## config.mk

```make
export PLATFORM = sky130hd
export DESIGN_NAME = external_memory_bus_port
export DESIGN_NICKNAME = d
export VERILOG_FILES = /design/src/hw/ext_bus_pkg.sv /design/src/hw/external_memory_bus_port.sv
export SDC_FILE = /design/constraint.sdc
export NUM_CORES = 1
export LEC_CHECK = 0
export BUFFER_PORTS_ARGS = -buffer_cell sky130_fd_sc_hd__clkbuf_2
export CAP_MARGIN = 15
export CELL_PAD_IN_SITES_DETAIL_PLACEMENT = 1
export CELL_PAD_IN_SITES_GLOBAL_PLACEMENT = 2
export CORE_ASPECT_RATIO = 1.2
export CORE_MARGIN = 1
export CORE_UTILIZATION = 28
export CTS_CLUSTER_DIAMETER = 200
export DETAILED_ROUTE_END_ITERATION = 7
export GPL_ROUTABILITY_DRIVEN = 1
export PLACE_DENSITY = 0.83
export RECOVER_POWER = 50
export SYNTH_ARGS = -nofsm -noshare
export SYNTH_HDL_FRONTEND = slang
export SYNTH_SLANG_ARGS = --single-unit
export TNS_END_PERCENT = 10
```

## constraint.sdc

```tcl
create_clock -name core_clk -period 2.7 [get_ports core_clk]
set_clock_uncertainty 0.2 [all_clocks]
set_input_delay 0 -clock core_clk [delete_from_list [all_inputs] [get_ports core_clk]]
set_output_delay 0 -clock core_clk [all_outputs]
set_load 0.02 [all_outputs]
```

## src/hw/ext_bus_pkg.sv

```systemverilog
package ext_bus_pkg;
    // =====================================================
    // Timing
    // =====================================================
    localparam int unsigned CORE_CLK_HZ       = 50_000_000; // Core clock rate
    localparam int unsigned SLOT_PERIODS      = 6;          // Oscillator periods per strobe slot
    localparam int unsigned STRONG_PU_PERIODS = 2;          // Strong pull-up span after 0-to-1
    localparam logic [2:0]  SLOT_LAST         = 3'(SLOT_PERIODS - 1);
    localparam logic [1:0]  STRONG_PU_LOAD    = 2'(STRONG_PU_PERIODS);
    // Phase positions inside one six-period slot
    localparam logic [2:0]  PH_ADDR           = 3'h0;       // Address out, latch strobe high
    localparam logic [2:0]  PH_ALE_END        = 3'h1;       // Latch strobe falls after this
    localparam logic [2:0]  PH_STB_START      = 3'h2;       // Memory strobe asserted from here
    localparam logic [2:0]  PH_STB_END        = 3'h4;       // Memory strobe removed after this
    // =====================================================
    // Reset values and fields
    // =====================================================
    localparam int unsigned PWR_ALE_OFF_BIT   = 4;          // Bit of power control that disables latch strobe
    localparam logic [15:0] INT_CODE_TOP      = 16'h1FFF;   // Top of internal code space
    localparam logic [3:0]  P3_UPPER_RESET    = 4'hF;       // Port latches reset to ones
    localparam logic [7:0]  P2_RESET          = 8'hFF;

    typedef enum logic [1:0] {CYC_FETCH, CYC_READ, CYC_WRITE} cyc_e;

    // Access request from the core
    typedef struct packed {
        logic        valid;  // Access pending
        cyc_e        kind;   // Fetch, data read or data write
        logic [23:0] addr;   // Code uses low 16 bits
        logic [7:0]  wdata;  // Byte for a data write
        logic        wide;   // 24-bit data space access
    } req_s;
endpackage

```

## src/hw/external_memory_bus_port.sv

```systemverilog
`timescale 1ns/1ps
// Behaviour
// RQ1: Upper port3 ones held by weak pull-up
// RQ2: Strong pull-up two clocks on rising output
// RQ3: Write strobe low during external data write
// RQ4: Read strobe low during external data read
// RQ5: Port2 ones weakly pulled, readable as inputs
// RQ6: Port2 carries A8-A15 on code fetch
// RQ7: Port2 carries A8-A23 on wide data
// RQ8: Code select high: low 8K internal
// RQ9: Code select latched only at reset release
// RQ10: Outside keeps code select steady
// RQ11: Program strobe each slot, not on data
// RQ12: Program strobe high during internal execution
// RQ13: Program strobe low at reset: download mode
// RQ14: Latch strobe marks low and page byte
// RQ15: Latch strobe each six periods, skipped on data
// RQ16: Power control bit 4 disables latch strobe
// RQ17: Serial clock weak pull-up unless driving low
// RQ18: Port0 multiplexes address then data, strong ones
// RQ19: Address and latch before strobe, strobe removed
module external_memory_bus_port
    import ext_bus_pkg::*;
(
    input  wire logic        core_clk,
    input  wire logic        rstn,
    input  wire req_s        req,                 // Access request from core
    output logic             req_ready,           // Request taken this cycle
    output logic [7:0]       rdata,               // Captured read byte
    output logic             rdata_valid,         // One-cycle pulse with rdata
    input  wire logic [7:0]  power_control_register, // Bit 4 disables latch strobe
    input  wire logic [3:0]  p3_latch,            // Software port3 upper latches
    input  wire logic [7:0]  p2_latch,            // Software port2 latches
    input  wire logic [3:0]  port3_upper_pins_in, // Pin levels
    output logic [3:0]       port3_upper_pins_out,
    output logic [3:0]       port3_upper_pins_oe, // Active drive (low or strong high)
    output logic [3:0]       port3_weak_pu,       // Weak pull-up enable
    output logic             timer0_count_input,
    output logic             timer1_count_input,
    output logic [3:0]       port2_lower_pins_out,
    output logic [3:0]       port2_upper_pins_out,
    output logic [7:0]       port2_oe,
    output logic [7:0]       port2_weak_pu,
    input  wire logic [7:0]  port2_in,
    output logic [7:0]       port0_out,
    output logic [7:0]       port0_oe,
    input  wire logic [7:0]  port0_in,
    output logic             ale,                 // Address latch strobe, high active
    output logic             program_store_strobe_n,
    output logic             program_store_strobe_oe,
    input  wire logic        program_store_strobe_in,
    input  wire logic        external_code_select,
    output logic             external_code_mode,  // Latched mode, 1 = all external
    output logic             serial_download,     // Download strap caught at reset
    input  wire logic        sclk_drive_low,      // Serial block pulls clock low
    output logic             sclk_oe,
    output logic             sclk_weak_pu
);
    // =====================================================
    // State
    // =====================================================
    typedef struct packed {
        logic [2:0]  phase;     // Slot phase counter
        logic        active;    // Access in flight
        req_s        cur;       // Current access
        logic [3:0]  p3_prev;   // Previous port3 latch
        logic [7:0]  p3_strong; // Four strong-pull-up counters, two bits each
        logic        first;     // First cycle after reset release
        logic        ext_mode;
        logic        dl_mode;
        logic [7:0]  rd;
        logic        rd_v;
    } st_s;

    st_s st_reg, st_next;
    logic fetch_int;  // Fetch served internally

    // Internal fetch when mode internal and address in low 8K
    assign fetch_int = !st_reg.ext_mode && (req.addr[15:0] <= INT_CODE_TOP); // [RQ8]
    assign req_ready = req.valid && (fetch_int && req.kind == CYC_FETCH
                       || !st_reg.active && st_reg.phase == SLOT_LAST);

    // =====================================================
    // Next state
    // =====================================================
    always_comb begin
        st_next = st_reg;
        st_next.rd_v = 1'b0;
        st_next.first = 1'b0;
        // Straps sampled once, right after reset release
        if (st_reg.first) begin
            st_next.ext_mode = !external_code_select;   // [RQ9]
            st_next.dl_mode  = !program_store_strobe_in; // [RQ13]
        end
        st_next.phase = (st_reg.phase == SLOT_LAST) ? 3'h0 : st_reg.phase + 3'h1;
        // New access starts only at a slot boundary
        if (st_reg.phase == SLOT_LAST) begin
            st_next.active = 1'b0;
            if (req_ready && !(fetch_int && req.kind == CYC_FETCH)) begin
                st_next.active = 1'b1;
                st_next.cur    = req;
            end
        end
        // Read data captured at end of strobe
        if (st_reg.active && st_reg.phase == PH_STB_END && st_reg.cur.kind != CYC_WRITE) begin
            st_next.rd   = port0_in;
            st_next.rd_v = 1'b1;
        end
        // Strong pull-up timers per pin
        st_next.p3_prev = p3_latch;
        for (int i = 0; i < 4; i++) begin
            if (p3_latch[i] && !st_reg.p3_prev[i])
                st_next.p3_strong[2*i +: 2] = STRONG_PU_LOAD;            // [RQ2]
            else if (st_reg.p3_strong[2*i +: 2] != 2'h0)
                st_next.p3_strong[2*i +: 2] = st_reg.p3_strong[2*i +: 2] - 2'h1;
        end
    end

    // =====================================================
    // Registers
    // =====================================================
    always_ff @(posedge core_clk or negedge rstn) begin
        if (!rstn) begin
            st_reg       <= '0;
            st_reg.first <= 1'b1;
            st_reg.p3_prev <= P3_UPPER_RESET;
        end else begin
            st_reg <= st_next;
        end
    end

    // =====================================================
    // Pin drive
    // =====================================================
    logic is_data;
    logic in_stb;
    logic ale_raw;
    assign is_data = st_reg.active && st_reg.cur.kind != CYC_FETCH;
    assign in_stb  = st_reg.active && st_reg.phase >= PH_STB_START && st_reg.phase <= PH_STB_END; // [RQ19]
    assign ale_raw = st_reg.phase <= PH_ALE_END && !(is_data);                // [RQ15]

    always_comb begin
        // Data slots already drop the pulse inside ale_raw
        ale = ale_raw && !power_control_register[PWR_ALE_OFF_BIT];            // [RQ16]
        // Program strobe: only for external fetches, high otherwise
        program_store_strobe_n  = !(in_stb && st_reg.cur.kind == CYC_FETCH); // [RQ11] [RQ12]
        program_store_strobe_oe = !st_reg.first;
        // Port0: low address during latch phase, then write data
        port0_out = (st_reg.phase <= PH_ALE_END) ? st_reg.cur.addr[7:0] : st_reg.cur.wdata; // [RQ18] [RQ14]
        port0_oe  = (st_reg.active && (st_reg.phase <= PH_ALE_END ||
                     st_reg.cur.kind == CYC_WRITE && in_stb)) ? 8'hFF : 8'h00;
        // Port2: address byte when active, else software latch
        if (st_reg.active && st_reg.cur.wide && st_reg.phase <= PH_ALE_END)
            {port2_upper_pins_out, port2_lower_pins_out} = st_reg.cur.addr[23:16]; // [RQ7]
        else if (st_reg.active)
            {port2_upper_pins_out, port2_lower_pins_out} = st_reg.cur.addr[15:8];  // [RQ6]
        else
            {port2_upper_pins_out, port2_lower_pins_out} = p2_latch;
        port2_oe      = st_reg.active ? 8'hFF : ~p2_latch;                 // [RQ5]
        port2_weak_pu = st_reg.active ? 8'h00 : p2_latch;
        // Port3 upper: strobes on pins 6 and 7 during data cycles
        port3_upper_pins_out = p3_latch;
        if (is_data) begin
            port3_upper_pins_out[2] = !(in_stb && st_reg.cur.kind == CYC_WRITE); // [RQ3]
            port3_upper_pins_out[3] = !(in_stb && st_reg.cur.kind == CYC_READ);  // [RQ4]
        end
        for (int i = 0; i < 4; i++) begin
            port3_weak_pu[i]       = port3_upper_pins_out[i];              // [RQ1]
            port3_upper_pins_oe[i] = !port3_upper_pins_out[i] ||
                                     (i >= 2 && is_data) || st_reg.p3_strong[2*i +: 2] != 2'h0; // [RQ2]
        end
        // Serial clock drives only low
        sclk_oe      = sclk_drive_low;                                       // [RQ17]
        sclk_weak_pu = !sclk_drive_low;
    end

    assign timer0_count_input = port3_upper_pins_in[0];
    assign timer1_count_input = port3_upper_pins_in[1];
    assign external_code_mode = st_reg.ext_mode;
    assign serial_download    = st_reg.dl_mode;
    assign rdata              = st_reg.rd;
    assign rdata_valid        = st_reg.rd_v;

    // =====================================================
    // Assertions
    // =====================================================
    property p_ale_skip;
        @(posedge core_clk) disable iff (!rstn) is_data |-> !ale;
    endproperty
    a_ale_skip: assert property (p_ale_skip) else $error("latch strobe in data slot"); // [RQ15]
    property p_ale_off;
        @(posedge core_clk) disable iff (!rstn) power_control_register[PWR_ALE_OFF_BIT] |-> !ale;
    endproperty
    a_ale_off: assert property (p_ale_off) else $error("latch strobe not disabled"); // [RQ16]
    property p_prog_data;
        @(posedge core_clk) disable iff (!rstn) is_data |-> program_store_strobe_n;
    endproperty
    a_prog_data: assert property (p_prog_data) else $error("program strobe on data"); // [RQ11]
    property p_prog_idle;
        @(posedge core_clk) disable iff (!rstn) !st_reg.active |-> program_store_strobe_n;
    endproperty
    a_prog_idle: assert property (p_prog_idle) else $error("program strobe while internal"); // [RQ12]
    property p_wr_len;
        @(posedge core_clk) disable iff (!rstn)
            $fell(port3_upper_pins_out[2]) |-> !port3_upper_pins_out[2] [*3] ##1 port3_upper_pins_out[2];
    endproperty
    a_wr_len: assert property (p_wr_len) else $error("write strobe width"); // [RQ3]
    property p_rd_cap;
        @(posedge core_clk) disable iff (!rstn)
            $rose(port3_upper_pins_out[3]) |-> rdata_valid;
    endproperty
    a_rd_cap: assert property (p_rd_cap) else $error("read data not captured"); // [RQ4]
    property p_strong;
        @(posedge core_clk) disable iff (!rstn)
            $rose(p3_latch[0]) |=> port3_upper_pins_oe[0] [*2] ##1 !port3_upper_pins_oe[0] || !p3_latch[0];
    endproperty
    a_strong: assert property (p_strong) else $error("strong pull-up span"); // [RQ2]
    property p_order;
        @(posedge core_clk) disable iff (!rstn)
            $fell(program_store_strobe_n) |-> $past(ale || power_control_register[PWR_ALE_OFF_BIT], 2);
    endproperty
    a_order: assert property (p_order) else $error("strobe before address latch"); // [RQ19]
    property p_mode;
        @(posedge core_clk) disable iff (!rstn) !$past(st_reg.first) |-> $stable(external_code_mode);
    endproperty
    a_mode: assert property (p_mode) else $error("code mode changed"); // [RQ9]
    c_fetch: cover property (@(posedge core_clk) disable iff (!rstn) $fell(program_store_strobe_n));
    c_write: cover property (@(posedge core_clk) disable iff (!rstn) $fell(port3_upper_pins_out[2]));
    c_read:  cover property (@(posedge core_clk) disable iff (!rstn) rdata_valid);
endmodule

```

After elaboration in Yosys (flattened, before gate mapping)
Index checks and enable logic that the tools add are counted.
Widths: inputs -> output; s select.
Operators by class
  $add $sub $neg: 5
  mux-type cells: 20
  reductions and logical operators: 62
  equality and inequality tests: 5
  bitwise gates (word level): 1
  magnitude comparators: 4
Operator list (count)
  $mux 37: 1
  $mux 8: 4
  $logic_and 1x1->1: 22
  $logic_not 1->1: 20
  $mux 2: 9
  $reduce_bool 2->1: 9
  $le 16x13->1 const B: 1
  $mux 4: 4
  $logic_or 1x1->1: 8
  $not 8->8: 1
  $sub 2x1->2 const B: 4
  $eq 3x3->1 const B: 2
  $logic_not 2->1: 2
  $add 3x1->3 const B: 1
  $ge 3x2->1 const B: 1
  $le 3x1->1 const B: 1
  $le 3x3->1 const B: 1
  $mux 3: 1
  $eq 2x1->1 const B: 1
  $eq 2x2->1 const B: 1
  $ne 2x2->1 const B: 1
  $reduce_and 2->1: 1
  $mux 1: 1
Storage, ports and cells
  output and inout bits: 71
  input port bits: 81
  register bits: 64
  word-level logic and storage cells: 114

Longest topological paths before layout
  depth after elaboration: 9
  depth in mapped cells: 6
  gate-level depth less buffers: 4

Worst setup path before layout
Ideal clock, no wire load.
  path kind: reg2reg
  from: reg st_reg, in the netlist external_code_mode
  to: reg st_reg[24] (netlist bit)
  arrival time: 1.718 ns
  stages on the path, launching flop included: 5
  period minus slack after synthesis: 2.043 ns
  library setup time: 0.125 ns
  path slack: 0.657 ns
  data required time: 2.375 ns
  path buffers: 1
  cell sequence: dfrtp_1 nor4_2 a2111oi_4 buf_6 mux2_4
On the way
  longest elaborated chain between the ends: 7
  elaborated cells between the ends (all ways): 8
  classes of those cells: reduce/logical: 8
Ends and longest elaborated chain
  start, declared: RTL line external_memory_bus_port.sv:75  | st_s st_reg, st_next;
  start signal, assigned: RTL line external_memory_bus_port.sv:128  | st_reg <= st_next;
  $logic_not 1->1 (*): RTL line external_memory_bus_port.sv:79  | assign fetch_int = !st_reg.ext_mode && (req.addr[15:0] <= INT_CODE_TOP);
  $logic_and 1x1->1 (*): RTL line external_memory_bus_port.sv:79
  $logic_and 1x1->1 (*): RTL line external_memory_bus_port.sv:80, external_memory_bus_port.sv:99
  $logic_or 1x1->1: RTL line external_memory_bus_port.sv:81  | || !st_reg.active && st_reg.phase == SLOT_LAST);
  $logic_and 1x1->1: RTL line external_memory_bus_port.sv:80  | assign req_ready = req.valid && (fetch_int && req.kind == CYC_FETCH
  $logic_and 1x1->1 (*): RTL line external_memory_bus_port.sv:99  | if (req_ready && !(fetch_int && req.kind == CYC_FETCH)) begin
  $reduce_and 2->1 (no source line) (*)
Mark *: on every way between the ends. The rest lies on a longest branch, timed or not.
A chain may end at the register's enable or synchronous reset.

Worst setup path after layout
  from: reg st_reg[60] (netlist bit)
  to: out port2_upper_pins_out[0]
On the way
  longest elaborated chain between the ends: 3
  elaborated cells between the ends (all ways): 4
  classes of those cells: mux: 2; reduce/logical: 2
Ends and longest elaborated chain
  $logic_and 1x1->1 (2 in series): RTL line external_memory_bus_port.sv:153  | if (st_reg.active && st_reg.cur.wide && st_reg.phase <= PH_ALE_END)
  $mux 4 (*): RTL line external_memory_bus_port.sv:153
  end, declared: RTL line external_memory_bus_port.sv:41  | output logic [3:0] port2_upper_pins_out,
Marks and branches as above.

==> impl_metrics.csv <==
group,metric,value,unit
floorplan,die_w,99.7,um
clock_network,cts_resized,0,
power_and_ir_drop,p_int,2.29,mW
yosys,synth.area.mux_share,0.220,
cells_and_area,final_core_util,0.420,
route,viasPerCell,4.33,
route,drt_pass1_iterations,4,
yosys,ys.flop_type,"dfrtp_1",
worst_hold_path,hold_path.class,"input pin to primary output",
power_and_ir_drop,p_leak,2.23,nW
yosys,synth-seq-area-share,0.493,
grt,overflow,0,
worst_hold_path,hold_depth,2,
timing,drv_slew,30,
route,drtAntennaViolNets,0,
cells_and_area,drive_above_1_share,0.440,
power_and_ir_drop,pwr-share-seq,0.380,
yosys,synth_fa_ha_area_frac,0.0156,
route,drt_iter0_markers,59,
route,via_count,2547,
cells_and_area,mostFrequentLayoutCells,"clkbuf_2 (107), dfrtp_1 (58), dlygate4sd3_1 (52)",
route,routedWlPerCell,13.6,um
power_and_ir_drop,clkPwrFrac,0.339,
floorplan,die_area,11900,um^2
grt,grt_usage,0.144,
worst_setup_path,critPathKind,"flip-flop to primary output",
grt,grt_pass1_vias,2821,
clock_network,h-tree-depth,3,
yosys,synth_xor_area_frac,0.0109,
grt,antenna_found_initial,0,
yosys,syn_inst,264,
worst_setup_path,reg2reg_depth,4,
floorplan,coreArea,11100,um^2
timing,fin_crit_sh,0.840,
yosys,synthSimpleGateAreaFrac,0.0745,
timing,hold_viol,0,
worst_setup_path,max_stage_delay,0.52,ns
cells_and_area,antenna_cells,0,
yosys,synth.avg_cell_area,12.2,um^2
clock_network,cts_max_path_buffers,2,
clock_network,cts_tree,"built",
power_and_ir_drop,fin_total_pwr,3.26,mW
place,io_buffers,130,
floorplan,ios,152,
power_and_ir_drop,max-vdd-ir-drop,0.257,mV
timing,fmax,441,MHz
status,violations,"max-capacitance violations, max-slew violations",
power_and_ir_drop,combPwrFrac,0.281,
worst_setup_path,cp.arrival,2.07,ns
power_and_ir_drop,swShare,0.299,
clock_network,insertion_delay,0.32,ns
yosys,ys_warn_count,0,
clock_network,cts_made_buffers,9,
place,placed_cell_area,3860,um^2
yosys,syn-num-nets,349,
worst_setup_path,slowest_stage,"dfrtp_1",
cells_and_area,syn_to_final_growth,45.0,%
yosys,syn_area,3210,um^2
cells_and_area,fin_nets,514,
grt,grt_pass1_wl,13200,um
worst_setup_path,critPathBufInv,3,
cells_and_area,layoutNonFillerInstCount,588,
yosys,synth_edf_count,0,
worst_setup_path,path_depth,6,
clock_network,path_clk_slew,0.05,ns
worst_setup_path,timing.critical_path.to_type,"primary output",
worst_setup_path,worstPathCellList,"buf_4 > nor4bb_2 > buf_4 > nand2_1 > o21ai_0 > clkbuf_2",
worst_setup_path,critPathMaxFanout,19,
timing,grt_setup_unrepaired,"false",
worst_setup_path,path_common_cell,"buf_4",
yosys,synth.ff_latch_count,63,
timing,tightestPinTransition,1.76,ns
floorplan,rows,42,
clock_network,cts_num_sinks,63,
route,drt_wl_total,7970,um
grt,grt_max_degree,35,
timing,fin_tns_setup,0,ns
yosys,synth-compound-area-share,0.0756,
place,place_hpwl,5500,um
worst_setup_path,start_kind,"flip-flop",
worst_setup_path,critical-path-top-delay-family,"buffers and inverters",
timing,max-slew-margin-rel,-0.176,
timing,min_period,2.27,ns
flow_run,cap_violations,1,
power_and_ir_drop,p_per_area,702,nW/um^2
yosys,synth_top_family_by_area,"multiplexers",
place,place.gp.congestion,0.676,
yosys,yosysUniqueCellTypes,37,
timing,setup_viol,0,
yosys,synthArstFlopShare,1.00,
power_and_ir_drop,p_sw,0.975,mW
cells_and_area,final_area,4650,um^2
route,drc,0,
worst_setup_path,cp.required,2.50,ns
clock_network,cts_setup_buffers,0,
clock_network,cts_root_buf,"clkbuf_16",
floorplan,start_util,0.289,
cells_and_area,largest_reg_flops,52,
cells_and_area,layout_commonest_cell,"clkbuf_2",
place,dp_cells,520,
floorplan,die_y,119,um
status,status,"finished, violations left",
==> repair_timing <==
item                                    4_1_cts  5_1_grt
endpoints found under the setup margin        0        0
hold buffers                                 52        0
hold endpoints to repair                     88        0
==> kinds of logic after synthesis <==
logic type	Yosys count
buf+inv	60
other cells	1
fa+ha+maj	4
xor+xnor	4
mux	53
flops	63
simple gates	43
compound gates	36
==> metal layers <==
| layer | up-vias | share of wire | GRT usage |
|---|---|---|---|
| met3 | 15 | 0.036 | 0.0282 |
| met1 | 1252 | 0.40 | 0.160 |
| met5 | - | 0 | 0 |
| met2 | 80 | 0.54 | 0.259 |
| li1 | 1200 | - | - |
| met4 | 0 | 0.022 | 0.0699 |
==> synthesized netlist by cell type (all sizes together) (2+ instances only) <==
cell / count / area [um^2]
inv: 26 / 97.6
a21oi: 12 / 60.1
dfstp: 5 / 131
o21ai: 11 / 55.1
buf: 32 / 244
nor2b: 6 / 37.5
nand2b: 5 / 31.3
nand2: 13 / 48.8
nor3: 2 / 10.0
mux2: 53 / 706
dfrtp: 58 / 1450
ha: 4 / 50.1
nor2: 7 / 26.3
clkbuf: 2 / 8.75
nand3: 4 / 20.0
xor2: 3 / 26.3
a221o: 3 / 30.0
nor4: 2 / 18.8
o21a: 4 / 30.0
==> power by group through the flow <==
stage	Sequential, mW	Combinational (mW)	Clock (mW)
2_1_floorplan	1.22	0.658	0
3_3_place_gp	1.24	0.826	0
3_5_place_dp	1.25	0.873	0
4_1_cts	1.24	0.938	1.15
5_1_grt	1.27	1.02	1.17
6_report	1.24	0.916	1.11
==> stage by stage <==
step / worst slack, ns / hold slack, ns
5_1_grt: 0.269 / 0.0559
3_3_place_gp: 0.672 / -0.200
6_report: 0.432 / 0.0453
4_1_cts: 0.396 / 0.0329
2_1_floorplan: 0.657 / -0.496
3_5_place_dp: 0.616 / -0.200
==> final cells by class <==
class | instances | area (um^2)
clock buffer | 14 | 284
clock inverter | 2 | 12.5
fill | 1254 | 6440
inverter | 26 | 97.6
multi-input combinational | 141 | 1280
sequential | 63 | 1580
tap | 154 | 193
timing repair buffer | 188 | 1200
==> worst paths after layout <==
kind | start | end | slack [ns]
worst min register to register | serial_download | serial_download | 0.28
min in group asynchronous | rstn | st_reg[42] | 0.48
worst max-delay path | st_reg[60] | port2_upper_pins_out[0] | 0.43
worst min-delay path | sclk_drive_low | sclk_oe | 0.05
worst max register to register | st_reg[62] | st_reg[27] | 0.62
max in group asynchronous | rstn | st_reg[62] | 0.79
==> worst reg2reg max path: cells and delay by family (launching register included) <==
family          cells  cell delay, ns
compound gates      1            0.23
buf+inv             1            0.42
flops               1            0.48
mux                 1            0.40
simple gates        1            0.23
Power figures use the tool's default switching activity.
